[src/inc/dthm_pkg.sv]
// constants shared by the torque and homing mode logic
// assumes one 20 MHz control clock and per-mille torque units throughout
package dthm_pkg;
	localparam int unsigned CLK_HZ = 20_000_000;
	localparam int unsigned MS_UNIT = 1000;
	localparam int unsigned MS_CYCLES = CLK_HZ / MS_UNIT;
	localparam logic [7:0] MODE_TORQUE = 8'h04;
	localparam logic [7:0] MODE_HOMING = 8'h06;
	localparam int CW_HOME_START = 4;
	localparam int CW_HALT = 8;
	localparam int SW_TARGET = 10;
	localparam int SW_LIMIT = 11;
	localparam int SW_HOMED = 12;
	localparam int SW_ERROR = 13;
	localparam logic [15:0] RATED_PERMILLE = 16'h03e8;
	localparam logic [15:0] TORQUE_CAP = 16'h7fff;
	localparam logic [15:0] STATUS_RST = 16'h0000;
	localparam logic [15:0] TORQUE_RST = 16'h0000;
	localparam logic [31:0] WORD_RST = 32'h0000_0000;
	localparam logic [2:0] HC_RUNNING = 3'h0;
	localparam logic [2:0] HC_IDLE = 3'h1;
	localparam logic [2:0] HC_HOMED = 3'h2;
	localparam logic [2:0] HC_DONE = 3'h3;
	localparam logic [2:0] HC_FAIL_MOVE = 3'h4;
	localparam logic [2:0] HC_FAIL_STILL = 3'h5;
	typedef enum logic [2:0] {
		DTHM_H_IDLE,
		DTHM_H_RUN,
		DTHM_H_BLOCK,
		DTHM_H_DONE,
		DTHM_H_FAIL
	} dthm_home_t;
endpackage : dthm_pkg

[src/hdl/dthm_drive_modes.sv]
// profile torque and homing mode control with status word generation
// assumes all inputs are synchronous to sys_clk; travel profiles of the
// individual homing methods live outside and report through index_phase, ref_found and home_fault
module dthm_drive_modes
	import dthm_pkg::*;
#(
	parameter int unsigned TICK_CYC = MS_CYCLES
) (
	input wire logic sys_clk, // control clock
	input wire logic reset_n, // async reset, active low
	input wire logic [7:0] mode_sel, // modes of operation
	input wire logic [15:0] ctrl_word, // control word
	input wire logic submode_sel, // 1 pure torque, 0 limited velocity
	input wire logic signed [15:0] target_torque, // per-mille
	input wire logic [15:0] max_torque, // per-mille
	input wire logic [15:0] max_current, // per-mille
	input wire logic [15:0] motor_current_cap, // per-mille
	input wire logic [15:0] overload_time, // nonzero allows above rated
	input wire logic [31:0] torque_slope, // per-mille per second
	input wire logic signed [15:0] torque_offset, // per-mille
	input wire logic [15:0] torque_window, // per-mille
	input wire logic [15:0] torque_window_ms, // window time in ms
	input wire logic signed [15:0] torque_actual, // per-mille
	input wire logic speed_zero, // actual speed is zero
	input wire logic [15:0] motor_current, // current magnitude
	input wire logic signed [31:0] home_offset, // user units
	input wire logic signed [7:0] homing_method, // method number
	input wire logic [31:0] speed_switch, // switch search speed
	input wire logic [31:0] speed_index, // index search speed
	input wire logic [31:0] homing_accel, // homing acceleration
	input wire logic [15:0] block_current, // block threshold
	input wire logic [15:0] block_period_ms, // push time in ms
	input wire logic index_phase, // method logic seeks index
	input wire logic ref_found, // method logic found reference
	input wire logic home_fault, // method logic reports error
	output logic [15:0] status_word, // status word
	output logic signed [15:0] torque_demand, // ramp output
	output logic signed [15:0] torque_set, // set value to controller
	output logic motor_hold, // hold motor stopped
	output logic speed_limit_en, // honour max speed limit
	output logic field_weak_en, // field weakening allowed
	output logic homing_active, // homing travel in progress
	output logic signed [7:0] method_cmd, // method for travel logic
	output logic [31:0] home_speed_cmd, // homing speed command
	output logic [31:0] home_accel_cmd, // homing accel and decel
	output logic signed [31:0] zero_offset, // applied home offset
	output logic zero_load, // pulse: zero set at reference
	output logic block_hit // pushing against block
);
	logic torque_mode;
	logic homing_mode;
	logic halt;
	logic [15:0] lim_a;
	logic [15:0] lim_b;
	logic [15:0] lim_c;
	logic [15:0] lim;
	logic signed [17:0] lim_x;
	logic signed [17:0] tgt_x;
	logic signed [15:0] tgt_lim;
	logic signed [15:0] ramp_tgt;
	logic signed [17:0] set_sum;
	logic signed [17:0] err_x;
	logic [17:0] err_abs;
	logic [17:0] tgt_abs;
	logic in_win;
	logic torque_met;
	logic limit_exc;
	logic start_r;
	logic start_rise;
	logic homed_r;
	logic block_done;
	logic block_seen;
	logic [2:0] home_code;
	logic [15:0] status_nxt;
	dthm_home_t hstate_r;
	dthm_home_t hstate_nxt;

	assign torque_mode = (mode_sel == MODE_TORQUE);
	assign homing_mode = (mode_sel == MODE_HOMING);
	assign halt = ctrl_word[CW_HALT];

	// all quantities stay per-mille of rated; no rescaling anywhere
	always_comb begin
		lim_a = (max_current < max_torque) ? max_current : max_torque;
		lim_b = (motor_current_cap < lim_a) ? motor_current_cap : lim_a;
		lim_c = (overload_time == 16'h0000 && lim_b > RATED_PERMILLE) ?
			RATED_PERMILLE : lim_b;
		lim = (lim_c > TORQUE_CAP) ? TORQUE_CAP : lim_c;
	end

	assign lim_x = {2'b00, lim};
	assign tgt_x = 18'(target_torque);

	always_comb begin
		if (tgt_x > lim_x) begin
			tgt_lim = lim_x[15:0];
		end else if (tgt_x < -lim_x) begin
			tgt_lim = 16'(-lim_x);
		end else begin
			tgt_lim = target_torque;
		end
	end

	// halt or leaving the mode drives the ramp back down to zero torque
	assign ramp_tgt = (torque_mode && !halt) ? tgt_lim : 16'sh0000;

	dthm_ramp u_ramp (
		.sys_clk(sys_clk),
		.reset_n(reset_n),
		.target(ramp_tgt),
		.slope(torque_slope),
		.demand(torque_demand)
	);

	assign set_sum = 18'(torque_demand) + 18'(torque_offset);

	// offset may push past the limit, so the sum is clamped again
	always_ff @(posedge sys_clk or negedge reset_n) begin
		if (!reset_n) begin
			torque_set <= TORQUE_RST;
		end else if (!torque_mode) begin
			torque_set <= TORQUE_RST;
		end else if (set_sum > lim_x) begin
			torque_set <= lim_x[15:0];
		end else if (set_sum < -lim_x) begin
			torque_set <= 16'(-lim_x);
		end else begin
			torque_set <= set_sum[15:0];
		end
	end

	always_ff @(posedge sys_clk or negedge reset_n) begin
		if (!reset_n) begin
			motor_hold <= 1'b1;
			speed_limit_en <= 1'b1;
			field_weak_en <= 1'b0;
		end else begin
			motor_hold <= halt;
			speed_limit_en <= !submode_sel;
			field_weak_en <= !submode_sel;
		end
	end

	assign err_x = 18'(torque_actual) - 18'(tgt_lim);
	assign err_abs = err_x[17] ? 18'(-err_x) : err_x;
	assign in_win = (err_abs <= {2'b00, torque_window});
	assign tgt_abs = tgt_x[17] ? 18'(-tgt_x) : tgt_x;
	assign limit_exc = (tgt_abs > {2'b00, max_torque});

	dthm_ms_timer #(
		.TICK_CYC(TICK_CYC)
	) u_win_timer (
		.sys_clk(sys_clk),
		.reset_n(reset_n),
		.enable(torque_mode && !halt && in_win),
		.limit_ms(torque_window_ms),
		.done(torque_met)
	);

	always_ff @(posedge sys_clk or negedge reset_n) begin
		if (!reset_n) begin
			start_r <= 1'b0;
		end else begin
			start_r <= ctrl_word[CW_HOME_START];
		end
	end

	assign start_rise = ctrl_word[CW_HOME_START] && !start_r;
	assign block_seen = (homing_method < 8'sh00) &&
		(motor_current > block_current);

	dthm_ms_timer #(
		.TICK_CYC(TICK_CYC)
	) u_block_timer (
		.sys_clk(sys_clk),
		.reset_n(reset_n),
		.enable(hstate_r == DTHM_H_BLOCK),
		.limit_ms(block_period_ms),
		.done(block_done)
	);

	always_comb begin
		hstate_nxt = hstate_r;
		case (hstate_r)
			DTHM_H_IDLE: begin
				if (homing_mode && start_rise) begin
					hstate_nxt = DTHM_H_RUN;
				end
			end
			DTHM_H_RUN: begin
				if (!homing_mode || !ctrl_word[CW_HOME_START]) begin
					hstate_nxt = DTHM_H_IDLE;
				end else if (home_fault) begin
					hstate_nxt = DTHM_H_FAIL;
				end else if (block_seen) begin
					hstate_nxt = DTHM_H_BLOCK;
				end else if (ref_found) begin
					hstate_nxt = DTHM_H_DONE;
				end
			end
			DTHM_H_BLOCK: begin
				if (!homing_mode || !ctrl_word[CW_HOME_START]) begin
					hstate_nxt = DTHM_H_IDLE;
				end else if (home_fault) begin
					hstate_nxt = DTHM_H_FAIL;
				end else if (block_done) begin
					hstate_nxt = DTHM_H_DONE;
				end
			end
			DTHM_H_DONE, DTHM_H_FAIL: begin
				if (!homing_mode || !ctrl_word[CW_HOME_START]) begin
					hstate_nxt = DTHM_H_IDLE;
				end
			end
			default: begin
				hstate_nxt = DTHM_H_IDLE;
			end
		endcase
	end

	always_ff @(posedge sys_clk or negedge reset_n) begin
		if (!reset_n) begin
			hstate_r <= DTHM_H_IDLE;
		end else begin
			hstate_r <= hstate_nxt;
		end
	end

	// an aborted run also leaves homed clear until a full completion
	always_ff @(posedge sys_clk or negedge reset_n) begin
		if (!reset_n) begin
			homed_r <= 1'b0;
		end else if (hstate_nxt == DTHM_H_DONE) begin
			homed_r <= 1'b1;
		end else if (hstate_nxt == DTHM_H_RUN || hstate_nxt == DTHM_H_FAIL) begin
			homed_r <= 1'b0;
		end
	end

	// method latched at start so a rewrite mid-run cannot change method_cmd; block_seen still uses the live homing_method
	always_ff @(posedge sys_clk or negedge reset_n) begin
		if (!reset_n) begin
			method_cmd <= 8'sh00;
		end else if (hstate_r == DTHM_H_IDLE && hstate_nxt == DTHM_H_RUN) begin
			method_cmd <= homing_method;
		end
	end

	always_ff @(posedge sys_clk or negedge reset_n) begin
		if (!reset_n) begin
			home_speed_cmd <= WORD_RST;
			home_accel_cmd <= WORD_RST;
			homing_active <= 1'b0;
			block_hit <= 1'b0;
		end else begin
			homing_active <= (hstate_nxt == DTHM_H_RUN) ||
				(hstate_nxt == DTHM_H_BLOCK);
			block_hit <= (hstate_nxt == DTHM_H_BLOCK);
			if (hstate_nxt == DTHM_H_RUN) begin
				home_speed_cmd <= index_phase ? speed_index : speed_switch;
			end else if (hstate_nxt == DTHM_H_BLOCK) begin
				home_speed_cmd <= speed_switch;
			end else begin
				home_speed_cmd <= WORD_RST;
			end
			home_accel_cmd <= homing_accel;
		end
	end

	always_ff @(posedge sys_clk or negedge reset_n) begin
		if (!reset_n) begin
			zero_offset <= WORD_RST;
			zero_load <= 1'b0;
		end else begin
			zero_load <= (hstate_nxt == DTHM_H_DONE) &&
				(hstate_r != DTHM_H_DONE);
			if (hstate_nxt == DTHM_H_DONE && hstate_r != DTHM_H_DONE) begin
				zero_offset <= home_offset;
			end
		end
	end

	always_comb begin
		case (hstate_r)
			DTHM_H_RUN, DTHM_H_BLOCK: home_code = HC_RUNNING;
			DTHM_H_DONE: home_code = HC_DONE;
			DTHM_H_FAIL: home_code = speed_zero ?
				HC_FAIL_STILL : HC_FAIL_MOVE;
			default: home_code = homed_r ? HC_HOMED : HC_IDLE;
		endcase
	end

	always_comb begin
		status_nxt = STATUS_RST;
		if (torque_mode) begin
			status_nxt[SW_TARGET] = halt ? speed_zero : torque_met;
			status_nxt[SW_LIMIT] = limit_exc;
		end else if (homing_mode) begin
			status_nxt[SW_ERROR] = home_code[2];
			status_nxt[SW_HOMED] = home_code[1];
			status_nxt[SW_TARGET] = home_code[0];
		end
	end

	always_ff @(posedge sys_clk or negedge reset_n) begin
		if (!reset_n) begin
			status_word <= STATUS_RST;
		end else begin
			status_word <= status_nxt;
		end
	end
endmodule : dthm_drive_modes

[src/hdl/dthm_ms_timer.sv]
// millisecond dwell timer: done once enable has held for limit ms
// assumes enable drops to restart; limit of zero is done at once
module dthm_ms_timer
	import dthm_pkg::*;
#(
	parameter int unsigned TICK_CYC = MS_CYCLES
) (
	input wire logic sys_clk, // control clock
	input wire logic reset_n, // async reset
	input wire logic enable, // condition holding
	input wire logic [15:0] limit_ms, // dwell in ms
	output logic done // dwell satisfied
);
	localparam int PW = $clog2(TICK_CYC + 1);
	localparam logic [PW-1:0] PRE_LAST = PW'(TICK_CYC - 1);
	logic [PW-1:0] pre_r;
	logic [15:0] ms_r;

	always_ff @(posedge sys_clk or negedge reset_n) begin
		if (!reset_n) begin
			pre_r <= '0;
		end else if (!enable || pre_r == PRE_LAST) begin
			pre_r <= '0;
		end else begin
			pre_r <= pre_r + 1'b1;
		end
	end

	// saturates so a long hold never wraps back to not-done
	always_ff @(posedge sys_clk or negedge reset_n) begin
		if (!reset_n) begin
			ms_r <= '0;
		end else if (!enable) begin
			ms_r <= '0;
		end else if (pre_r == PRE_LAST && ms_r != 16'hffff) begin
			ms_r <= ms_r + 1'b1;
		end
	end

	assign done = enable && (ms_r >= limit_ms);
endmodule : dthm_ms_timer

[src/hdl/dthm_ramp.sv]
// torque ramp: demand walks to target at no more than slope per second
// slope above the clock rate is limited to one step per cycle
module dthm_ramp
	import dthm_pkg::*;
(
	input wire logic sys_clk, // control clock
	input wire logic reset_n, // async reset
	input wire logic signed [15:0] target, // ramp target
	input wire logic [31:0] slope, // per-mille per second
	output logic signed [15:0] demand // ramp output
);
	localparam logic [32:0] HZ = 33'(CLK_HZ);
	logic [31:0] acc_r;
	logic [32:0] acc_sum;
	logic [32:0] acc_left;
	logic step;

	assign acc_sum = {1'b0, acc_r} + {1'b0, slope};
	assign step = (acc_sum >= HZ) && (demand != target);
	assign acc_left = acc_sum - HZ;

	// remainder kept so the long-run rate matches any slope up to the clock rate exactly
	always_ff @(posedge sys_clk or negedge reset_n) begin
		if (!reset_n) begin
			acc_r <= WORD_RST;
		end else if (demand == target) begin
			acc_r <= WORD_RST;
		end else if (step) begin
			acc_r <= (acc_left < HZ) ? acc_left[31:0] : WORD_RST;
		end else begin
			acc_r <= acc_sum[31:0];
		end
	end

	always_ff @(posedge sys_clk or negedge reset_n) begin
		if (!reset_n) begin
			demand <= TORQUE_RST;
		end else if (step && demand < target) begin
			demand <= demand + 16'sh0001;
		end else if (step) begin
			demand <= demand - 16'sh0001;
		end
	end
endmodule : dthm_ramp

[config.mk]
export PLATFORM = sky130hd
export DESIGN_NAME = dthm_drive_modes
export DESIGN_NICKNAME = d
export VERILOG_FILES = /design/src/inc/dthm_pkg.sv /design/src/hdl/dthm_drive_modes.sv /design/src/hdl/dthm_ms_timer.sv /design/src/hdl/dthm_ramp.sv
export SDC_FILE = /design/constraint.sdc
export NUM_CORES = 1
export LEC_CHECK = 0
export BUFFER_PORTS_ARGS = -buffer_cell sky130_fd_sc_hd__buf_4
export CELL_PAD_IN_SITES_DETAIL_PLACEMENT = 0
export CELL_PAD_IN_SITES_GLOBAL_PLACEMENT = 2
export CORE_AREA = 2 2 267 269
export CTS_CLUSTER_SIZE = 8
export DETAILED_ROUTE_END_ITERATION = 8
export DIE_AREA = 0 0 269 271
export PLACE_DENSITY = 0.89
export SETUP_SLACK_MARGIN = 0.1
export SLEW_MARGIN = 10
export SYNTH_ARGS = -nofsm -noshare
export SYNTH_HDL_FRONTEND = slang
export SYNTH_HIERARCHICAL = 1
export SYNTH_SLANG_ARGS = --single-unit
[constraint.sdc]
create_clock -name sys_clk -period 6.9 [get_ports sys_clk]
set_input_delay 1.38 -clock sys_clk [delete_from_list [all_inputs] [get_ports sys_clk]]
set_output_delay 1.38 -clock sys_clk [all_outputs]
set_load 0.005 [all_outputs]
* Yosys cells after proc, flatten, opt, wreduce, memory -nomap -nowiden
Index checks and enable logic that the tools add are counted.
** Storage, ports and cells
- Bits in registers :: 245
- Bits of input ports :: 391
- Word-level logic and storage cells :: 149
** Operators by class
- Add/sub/neg operators :: 13
- Order comparisons :: 17
- Equality and inequality tests :: 19
- Multiplexer cells :: 47
- Reduce and logical (&&, ||, !) cells :: 32
** Operator list (number)
- 2-to-1 mux 16 bit :: 16
- 2-to-1 mux 32 bit :: 6
- < comparator 16 bit :: 3
- 2-to-1 mux 18 bit :: 2
- negator 16 -> 18 bit :: 2
- adder 32 x 32 -> 33 bit :: 1
- greater-or-equal comparator 33 x 25 -> 1 bit (second input constant) :: 1
- < comparator 33 x 25 -> 1 bit (second input constant) :: 1
- subtractor 33 x 25 -> 33 bit (second input constant) :: 1
- adder 16 x 1 -> 16 bit (second input constant) :: 2
- greater-or-equal comparator 16 bit :: 2
- != test 16 bit (second input constant) :: 2
- adder 15 x 1 -> 15 bit (second input constant) :: 2
- == test 15 bit (second input constant) :: 2
- 2-to-1 mux 15 bit :: 2
- 2-to-1 mux 3 bit :: 9
- > comparator 18 x 16 -> 1 bit :: 1
- <= comparator 18 x 16 -> 1 bit :: 1
- < comparator 16 x 18 -> 1 bit :: 1
- < comparator 17 x 18 -> 1 bit :: 1
- negator 17 -> 18 bit :: 1
- adder 16 x 16 -> 17 bit :: 1
- > comparator 16 x 17 -> 1 bit :: 1
- > comparator 17 bit :: 1
- 26 further kinds :: 66

* Longest topological paths before layout
Gate-level depths: netlist (run 1).
- Depth after elaboration :: 21
- Mapped depth :: 78
- Depth with buffers taken out :: 70

* Cells and area by module
Netlist (run 1), hierarchy kept.
** By module, submodules not included
- dthm_drive_modes :: times used 1, cells an instance 1376, area each 12209.2 µm², seq. area each 3380.7 µm²
- dthm_ramp :: times used 1, cells an instance 710, area each 5657.9 µm², seq. area each 1201.2 µm²
- dthm_ms_timer :: times used 2, cells an instance 237, area each 2174.6 µm², seq. area each 775.7 µm²

* Least setup slack after synthesis (run 1)
No wires, ideal clock.
- Kind :: input -> register
- Start point :: in max_torque[4]
- End point :: reg u_win_timer.ms_r[15]
- Library setup time :: 0.087 ns
- Arrival time :: 15.148 ns
- Required time :: 6.813 ns
- Path slack :: -8.335 ns
- Stages on the path :: 71
- Path buffers :: 8
- Cell sequence :: inv_1 -> ha_1 -> a211oi_1 -> o21ai_0 -> a31o_2 -> a21oi_2 -> clkbuf_1 -> a21oi_1 -> ha_1 -> nand3_1 -> or4_1 -> a211o_1 -> a2111oi_4 -> a211o_4 -> buf_12 -> clkbuf_1 -> clkbuf_1 -> a21oi_1 -> (+35 left out) -> o21ai_0 -> ha_1 -> nor2b_1 -> o21a_1 -> o21a_1 -> o21ai_0 -> nand2b_1 -> a21oi_1 -> nor3_1 -> o21ai_0 -> nand2b_1 -> a21oi_1 -> o21bai_1 -> a41oi_1 -> inv_2 -> or4_1 -> or4_1 -> o211ai_1
** Between the ends
- Word-level cells in the longest chain between the ends :: 19
** Ends and longest elaborated chain
- start: declaration :: line dthm_drive_modes.sv:15 : input wire logic [15:0] max_torque,
- < comparator 16 bit :: line dthm_drive_modes.sv:84 : lim_a = (max_current < max_torque) ? max_current : max_torque;
- 2-to-1 mux 16 bit (*) :: line dthm_drive_modes.sv:84
- < comparator 16 bit :: line dthm_drive_modes.sv:85 : lim_b = (motor_current_cap < lim_a) ? motor_current_cap : lim_a;
- 2-to-1 mux 16 bit (*) :: line dthm_drive_modes.sv:85
- > comparator 16 x 10 -> 1 bit :: line dthm_drive_modes.sv:86 : lim_c = (overload_time == 16'h0000 && lim_b > RATED_PERMILLE) ?
- logical AND 1 bit :: line dthm_drive_modes.sv:86
- 2-to-1 mux 16 bit (*) :: line dthm_drive_modes.sv:86
- > comparator 16 x 15 -> 1 bit :: line dthm_drive_modes.sv:88 : lim = (lim_c > TORQUE_CAP) ? TORQUE_CAP : lim_c;
- (+3 left out)
- 2-to-1 mux 16 bit :: line dthm_drive_modes.sv:97 : end else if (tgt_x < -lim_x) begin
- 2-to-1 mux 16 bit (*) :: line dthm_drive_modes.sv:95 : if (tgt_x > lim_x) begin
- subtractor 16 x 16 -> 17 bit (*) :: line dthm_drive_modes.sv:144 : assign err_x = 18'(torque_actual) - 18'(tgt_lim);
- negator 17 -> 18 bit :: line dthm_drive_modes.sv:145 : assign err_abs = err_x[17] ? 18'(-err_x) : err_x;
- 2-to-1 mux 18 bit (*) :: line dthm_drive_modes.sv:145
- <= comparator 18 x 16 -> 1 bit (*) :: line dthm_drive_modes.sv:146 : assign in_win = (err_abs <= {2'b00, torque_window});
- logical AND 1 bit (*) :: line dthm_drive_modes.sv:155 : .enable(torque_mode && !halt && in_win),
- != test 2 bit (no line) / 2-to-1 mux 16 bit (equally long branches)
- end signal: assignment :: line dthm_ms_timer.sv:36 : ms_r <= ms_r + 1'b1;
- end: declaration :: line dthm_ms_timer.sv:17 : logic [15:0] ms_r;
Every way passes the cells marked *; elsewhere a longest branch is shown, timed or not.
A chain may end at the register's enable or synchronous reset.

* Worst setup path in the final report (run 1)
- Start point :: in max_torque[15]
- End point :: reg u_win_timer.ms_r[0]
Same word-level chain as after synthesis.

==> key figures, run 1 <==
Clock tree
  • Clk sink count: 245
  • Clock-pin slew on the worst setup and hold paths: 0.05 ns
  • CTS tree: yes
  • Clock tree buffer depth: 3
  • H-Tree Depth: 2
  • CTS Buf Count: 38
  • Clk root buf: clkbuf_16
  • Clk Latency, worst-skew pair: 0.56 ns
  • Cts hold-fix bufs: 0

STA
  • Post-route minimum period: 12.44 ns
  • Min Hold Slack: 0.4521 ns
  • Fmax: 80.40 MHz
  • Final hold vios: 0
  • Total negative slack: -339.19 ns
  • Slew HR: 0.3065
  • Min setup slack post-route: -5.537 ns
  • Worst setup skew after layout: 0.03764 ns
  • Crit share post-route: 1.803
  • Final slew viol count: 0
  • Slew of the pin with the lowest slew margin: 1.040 ns
  • # setup viols final: 89
  • RSZ-0062 raised after global routing: true

Synth
  • Cell area after synthesis: 22220 um2
  • Synth cell types: 107
  • Top cells by area, synth: dfrtp_1, ha_1, a21oi_1, xnor2_1, nor2_1
  • Top_reg_cell synth: dfrtp_1
  • Number of synthesized flops with an enable pin: 0
  • Largest family of logic cells by synthesized area: compound AO/OA/AOI/OAI gates
  • #FFs+latches synth: 245
  • Biggest area consumer among synthesized cells: dfrtp_1
  • Post-synthesis sequential area ratio: 0.2761
  • Count leader, synth: ha_1
  • Synth cell count leaders: ha_1, dfrtp_1, nor2_1, nand2_1, a21oi_1
  • Ys Warns: 6
  • Post-synth ARST share: 1.000
  • XOR/XNOR Fraction of Synth Area: 0.05198
  • Synth Area in Adders: 0.1601
  • Avg Cell Area, Syn: 8.678 um2
  • Yosys top cell area share: 0.2737
  • Post-synthesis instance total: 2560
  • Simple-Gate Fraction of Synth Area: 0.1945
  • Mux contribution to synthesized area: 0.04444
  • Post-synthesis compound-gate area fraction: 0.2214

Global route
  • Largest net degree at the start of global routing: 166
  • Gr usage total: 0.2259
  • Wire length of the first global-routing pass: 129900 um
  • Vias in the first global route: 23.38k
  • Initial antenna violation count: 7
  • GRT overflow: 0

Setup path
  • CP max-delay cell: or4_4
  • Top cell by count, worst path: buf_6
  • Critical path startpoint category: input pin
  • Critical path's top delay family: simple AND/OR/NAND/NOR gates
  • Crit-path max cell delay: 0.52 ns
  • Crit path max fanout: 5
  • CP arrival: 12.86 ns
  • Crit Path Class: in2reg
  • Worst path depth: 65
  • CP required: 7.32 ns
  • R2R depth: 30
  • Critical Path Sink Type: flip-flop
  • Crit path buf inv count: 10

Routing
  • TritonRoute pass-1 iters: 6
  • Routed Antenna Nets: 0
  • Initial DRC Count: 1487
  • Met1 Wirelength: 38200 um
  • DRC Markers: 0
  • Routed length per instance: 18.56 um
  • Wire length on met3: 5981 um
  • Highest routed metal layer: met5
  • Vias per cell: 5.119
  • Drt total wl: 85840 um
  • WL met2: 39890 um
  • Vias: 23.68k

Pwr
  • Sequential Power Share: 0.186
  • Comb pwr share: 0.614
  • Power Internal: 5.409 mW
  • Clock power share: 0.200
  • Sw power: 3.439 mW
  • Cell area power density: 254.9 nW/um2
  • Max VDD drop: 0.1998 mV
  • Pwr Total: 8.847 mW
  • Switching Fraction: 0.3886
  • Pleak: 16.69 nW

Place
  • Placed Area: 31480 um2
  • Cells after DPL: 4489
  • Post-DP HPWL: 68130 um
  • Pre-CTS WS: -6.515 ns
  • IO Port Bufs: 522
  • Placer Congestion: 0.9243

Die
  • Starting density of the core: 0.3184
  • Ports: 549
  • CORE AREA: 69790 um2
  • Row count: 97
  • Die Width: 269 um
  • Die Area: 72900 um2
  • Die height: 271 um

Layout
  • Area Overhead vs Synth: 56.24%
  • Finished Cell Area: 34710 um2
  • Layout filler cell count: 6690
  • Finished Layout Cells: 4626
  • Share of cells above drive strength 1: 0.4156
  • Nets: 4337
  • Final Util: 0.4974

Min path
  • Hold depth: 1
  • Hold crit path type: reg2reg

Outcome
  • Failing checks: setup timing
  • Status: finished, violations left

Flow run
  • Number of max-cap violations: 0
cell usage in the layout (no fill, tap or decap), drive strengths merged, types with 9 or more instances in the layout:
cell and instances:
a21oi 184, o211ai 25, nor3 57, o21ai 151, nand3 75, or4 13, a211oi 27, inv 169
mux2i 48, or2 12, and2 26, nand2b 43, a31oi 30, nor4 30, ha 277, nor2b 28
nand2 185, buf 1139, nand4 62, o311ai 9, and3 41, a22o 38, xnor2 84, xor2 47
a2111oi 16, dfrtp 243, o21bai 9, conb 22, a21o 63, nor2 190, o21a 41, mux2 45
o31ai 20, or3 33, clkbuf 50
power by group through the flow:
stage / Clock (mW) / Sequential (mW) / Combinational (mW)
2_1_floorplan: 0 / 1.62 / 2.74
3_3_place_gp: 0 / 1.67 / 4.74
3_5_place_dp: 0 / 1.67 / 4.79
4_1_cts: 1.83 / 1.65 / 5.21
5_1_grt: 1.89 / 1.66 / 6.00
6_report: 1.77 / 1.64 / 5.44
logic make-up (layout without fill, tap and decap cells):
group / after synthesis / in the layout
simple gates: 828 / 828
compound gates: 715 / 716
fa+ha+maj: 282 / 282
buf+inv: 263 / 1364
flops: 245 / 245
xor+xnor: 131 / 131
mux: 93 / 93
other cells: 3 / 27
area by class of cell:
type	count	area, um2	area share
inverter	167	669.4	0.01928
timing repair buffer	1141	9062	0.2611
antenna	5	12.51	0.0003605
multi-input combinational	2072	16560	0.4771
tap	940	1176	0.03388
sequential	245	6133	0.1767
clock buffer	48	988.4	0.02848
clock inverter	8	108.9	0.003136
state kept, by name (all words and copies together) (netlist names), 3 cells and up:
name / flops
u_win_timer/ms_r: 16
u_ramp/acc_r: 32
u_block_timer/pre_r: 15
u_win_timer/pre_r: 15
method_cmd: 8
torque_set: 16
home_speed_cmd: 32
status_word: 4
home_accel_cmd: 32
zero_offset: 32
u_ramp/demand: 16
hstate_r: 3
u_block_timer/ms_r: 16
per-layer routing:
| metal | vias up | global-route usage |
|---|---|---|
| met2 | 661 | 0.3669 |
| met1 | 11250 | 0.3055 |
| li1 | 11640 | - |
| met4 | 6 | 0.05307 |
| met5 | - | 0 |
| met3 | 122 | 0.04669 |
path summary, 6_finish.rpt:
kind	startpoint	end	slack, ns
max reg2reg	u_ramp/acc_r[0]	u_ramp/demand[15]	0.33
max in group asynchronous	reset_n	torque_set[3]	4.71
min reg2reg	u_block_timer/pre_r[0]	u_block_timer/pre_r[0]	0.45
min	u_block_timer/pre_r[0]	u_block_timer/pre_r[0]	0.45
max	max_torque[15]	u_win_timer/ms_r[0]	-5.54
min in group asynchronous	reset_n	zero_offset[6]	0.79
worst register-to-register path, delay by kind of cell (launching register included):
family                   cells  cell delay [ns]
AO/OA/AOI/OAI               12             2.39
XOR/XNOR                     3             0.50
adder cells (fa/ha/maj)      4             1.07
flip-flops                   1             0.36
AND/OR/NAND/NOR             11             2.10
what timing repair did:
item | CTS | global route
pin swaps | 84 | 68
resized for setup | 169 | 137
endpoints found under the setup margin | 89 | 89
setup buffers | 38 | 41
cloned | 5 | 3
Power figures use the tool's default switching activity.
==> run 2, diff against run 1 <==
- CAP_MARGIN: unset -> 10
- GPL_TIMING_DRIVEN: unset -> 0
- SETUP_SLACK_MARGIN: 0.1 -> unset
==> run 2 against run 1 <==
  * The flow still finishes with violations (setup timing)
  * Via count down 4.5%
  * Die area unchanged
  * Critical path depth up 13
  * Wire length shrank 1.6%
  * Sequential power barely moved
  * Global-route usage shrank 0.19 points
  * Sequential share of layout area rose by 1.3 points
  * Sequential cell count is the same
  * Register-to-register slack lost 0.45 ns
  * Core utilization down 3.4 points
==> key figures, run 2 (synthesis results as in run 1) <==
Place
  • Placer Congestion: 0.9079 (-1.8%)
  • Placed Area: 27950 um2 (-11%)
  • Cells after DPL: 4043 (-9.9%)
  • Post-DP HPWL: 65640 um (-3.7%)
  • IO Port Bufs: 522 (unchanged)

STA
  • Post-route minimum period: 13.28 ns (+0.8438 ns)
  • Fmax: 75.30 MHz (-6.4%)
  • # setup viols final: 89 (unchanged)
  • RSZ-0062 raised after global routing: true
  • Worst setup skew after layout: 0.03714 ns (-0.0005056 ns)
  • Slew of the pin with the lowest slew margin: 1.109 ns (+0.06866 ns)
  • Slew HR: 0.2608 (-0.04577)
  • Final hold vios: 0 (unchanged)
  • Final slew viol count: 0 (unchanged)
  • Min Hold Slack: 0.4473 ns (-0.004842 ns)
  • Min setup slack post-route: -6.381 ns (-0.8438 ns)
  • Total negative slack: -387.20 ns (-48.01 ns)
  • Crit share post-route: 1.925 (+0.1223)

Setup path
  • R2r endpoint: u_ramp/demand[15]
  • Critical Path Sink Type: flip-flop
  • Critical Path Source: max_torque[4]
  • Crit path buf inv count: 15 (+5)
  • Crit Path Class: in2reg
  • CP arrival: 13.76 ns (+0.90 ns)
  • CP max-delay cell: or4_1
  • Critical path's top delay family: compound AO/OA/AOI/OAI gates
  • Crit path max fanout: 8 (+3)
  • Crit-path max cell delay: 0.47 ns (-0.05 ns)
  • Worst R2R Setup Slack: -0.12 ns (-0.45 ns)
  • Top cell by count, worst path: a21oi_2
  • Worst path depth: 78 (+20%)
  • Worst flop-to-flop path startpoint: u_ramp/acc_r[6]
  • R2R depth: 30 (unchanged)
  • CP endpoint: u_win_timer/ms_r[15]
  • Critical path startpoint category: input pin
  • CP required: 7.38 ns (+0.06 ns)

Pwr
  • Cell area power density: 260.9 nW/um2 (+2.4%)
  • Max VDD drop: 0.2221 mV (+11%)
  • Pleak: 14.94 nW (-10%)

Min path
  • Hold crit path type: reg2reg
  • Hold_sp: u_block_timer/pre_r[0]

Routing
  • DRC Markers: 0 (unchanged)
  • Initial DRC Count: 1441 (-3.1%)
  • Vias per cell: 5.289 (+3.3%)
  • Routed length per instance: 19.76 um (+6.5%)
  • Vias: 22.61k (-4.5%)
  • Drt total wl: 84460 um (-1.6%)
  • Routed Antenna Nets: 0 (unchanged)
  • TritonRoute pass-1 iters: 5 (-1)

Global route
  • Gr usage total: 0.2240 (-0.001923)
  • Wire length of the first global-routing pass: 127800 um (-1.7%)
  • Vias in the first global route: 22.18k (-5.1%)
  • GRT overflow: 0 (unchanged)
  • Largest net degree at the start of global routing: 98 (-41%)
  • Initial antenna violation count: 10 (+3)

Clock tree
  • Clock tree buffer depth: 3 (unchanged)
  • Clk sink count: 245 (unchanged)
  • Clk root buf: clkbuf_16
  • H-Tree Depth: 2 (unchanged)
  • CTS Buf Count: 38 (unchanged)
  • Cts hold-fix bufs: 0 (unchanged)
  • Clock-pin slew on the worst setup and hold paths: 0.05 ns (about the same)
  • Clk Latency, worst-skew pair: 0.56 ns (about the same)
  • CTS tree: yes

Layout
  • Commonest non-fill, non-tap cell in the layout: buf_4
  • Commonest cells after routing, fill and taps aside: buf_4, ha_1, dfrtp_1, nand2_1, nor2_1
  • Nets: 3990 (-8.0%)
  • Area Overhead vs Synth: 45.45%
  • Finished Cell Area: 32310 um2 (-6.9%)
  • Finished Layout Cells: 4275 (-7.6%)
  • Share of cells above drive strength 1: 0.3512 (-0.06440)

Die
  • Die Width: 269 um (unchanged)
  • Starting density of the core: 0.3184 (unchanged)
  • Die height: 271 um (unchanged)
  • Ports: 549 (unchanged)
  • Die Area: 72900 um2 (unchanged)
  • CORE AREA: 69790 um2 (unchanged)
  • Row count: 97 (unchanged)

Outcome
  • Failing checks: setup timing
  • Status: finished, violations left

Flow run
  • Number of max-cap violations: 0 (unchanged)
-- run 2: worst min-delay path by stage --
stage               slack [ns]                     end  cells past startpoint
finish                    0.45  u_block_timer/pre_r[0]                      1
global route              0.46  u_block_timer/pre_r[0]                      1
CTS                       0.45  u_block_timer/pre_r[0]                      1
detailed placement        0.44  u_block_timer/pre_r[0]                      1
global placement          0.44  u_block_timer/pre_r[0]                      1
floorplan                 0.42    u_win_timer/pre_r[0]                      1
-- run 2: area by class of cell --
class                      instances  area (um2)
fill                            6839       37470
timing repair buffer             699        5578
sequential                       245        6133
tap                              940        1176
buffer                            96       780.7
clock buffer                      47       994.7
inverter                         167       704.4
antenna                            4       10.01
multi-input combinational       2071       16810
clock inverter                     6       126.4
-- run 2: per-stage QoR --
step | worst slack, ns | power, mW | utilization
6_report | -6.381 | 8.432 | 0.4631
5_1_grt | -6.838 | 9.078 | 0.4629
4_1_cts | -6.374 | 7.915 | 0.4482
3_5_place_dp | -9.114 | 5.489 | 0.4005
3_3_place_gp | -9.106 | 5.462 | 0.3996
2_1_floorplan | -6.374 | 4.358 | -
-- run 2: timing repair --
item | CTS | global route
pin swaps | 124 | 105
gates cloned | 2 | 0
resized for setup | 254 | 155
setup buffers | 125 | 56
endpoints found under the setup margin | 89 | 89
-- run 2: power breakdown --
part | internal (mW) | leakage, nW | switching (mW) | total [mW]
sequential | 1.52 | 3.29 | 0.122 | 1.65
clock | 1.09 | 0.539 | 0.717 | 1.81
combinational | 2.40 | 11.1 | 2.58 | 4.98
-- run 2: per-layer routing --
layer  vias to the layer above  global-route usage  share of wire
met1                     10850              0.3027           0.44
met4                        12             0.04532          0.017
met2                       719              0.3530           0.46
met5                         -                   0        0.00085
met3                       104             0.06562          0.084
li1                      10930                   -              -
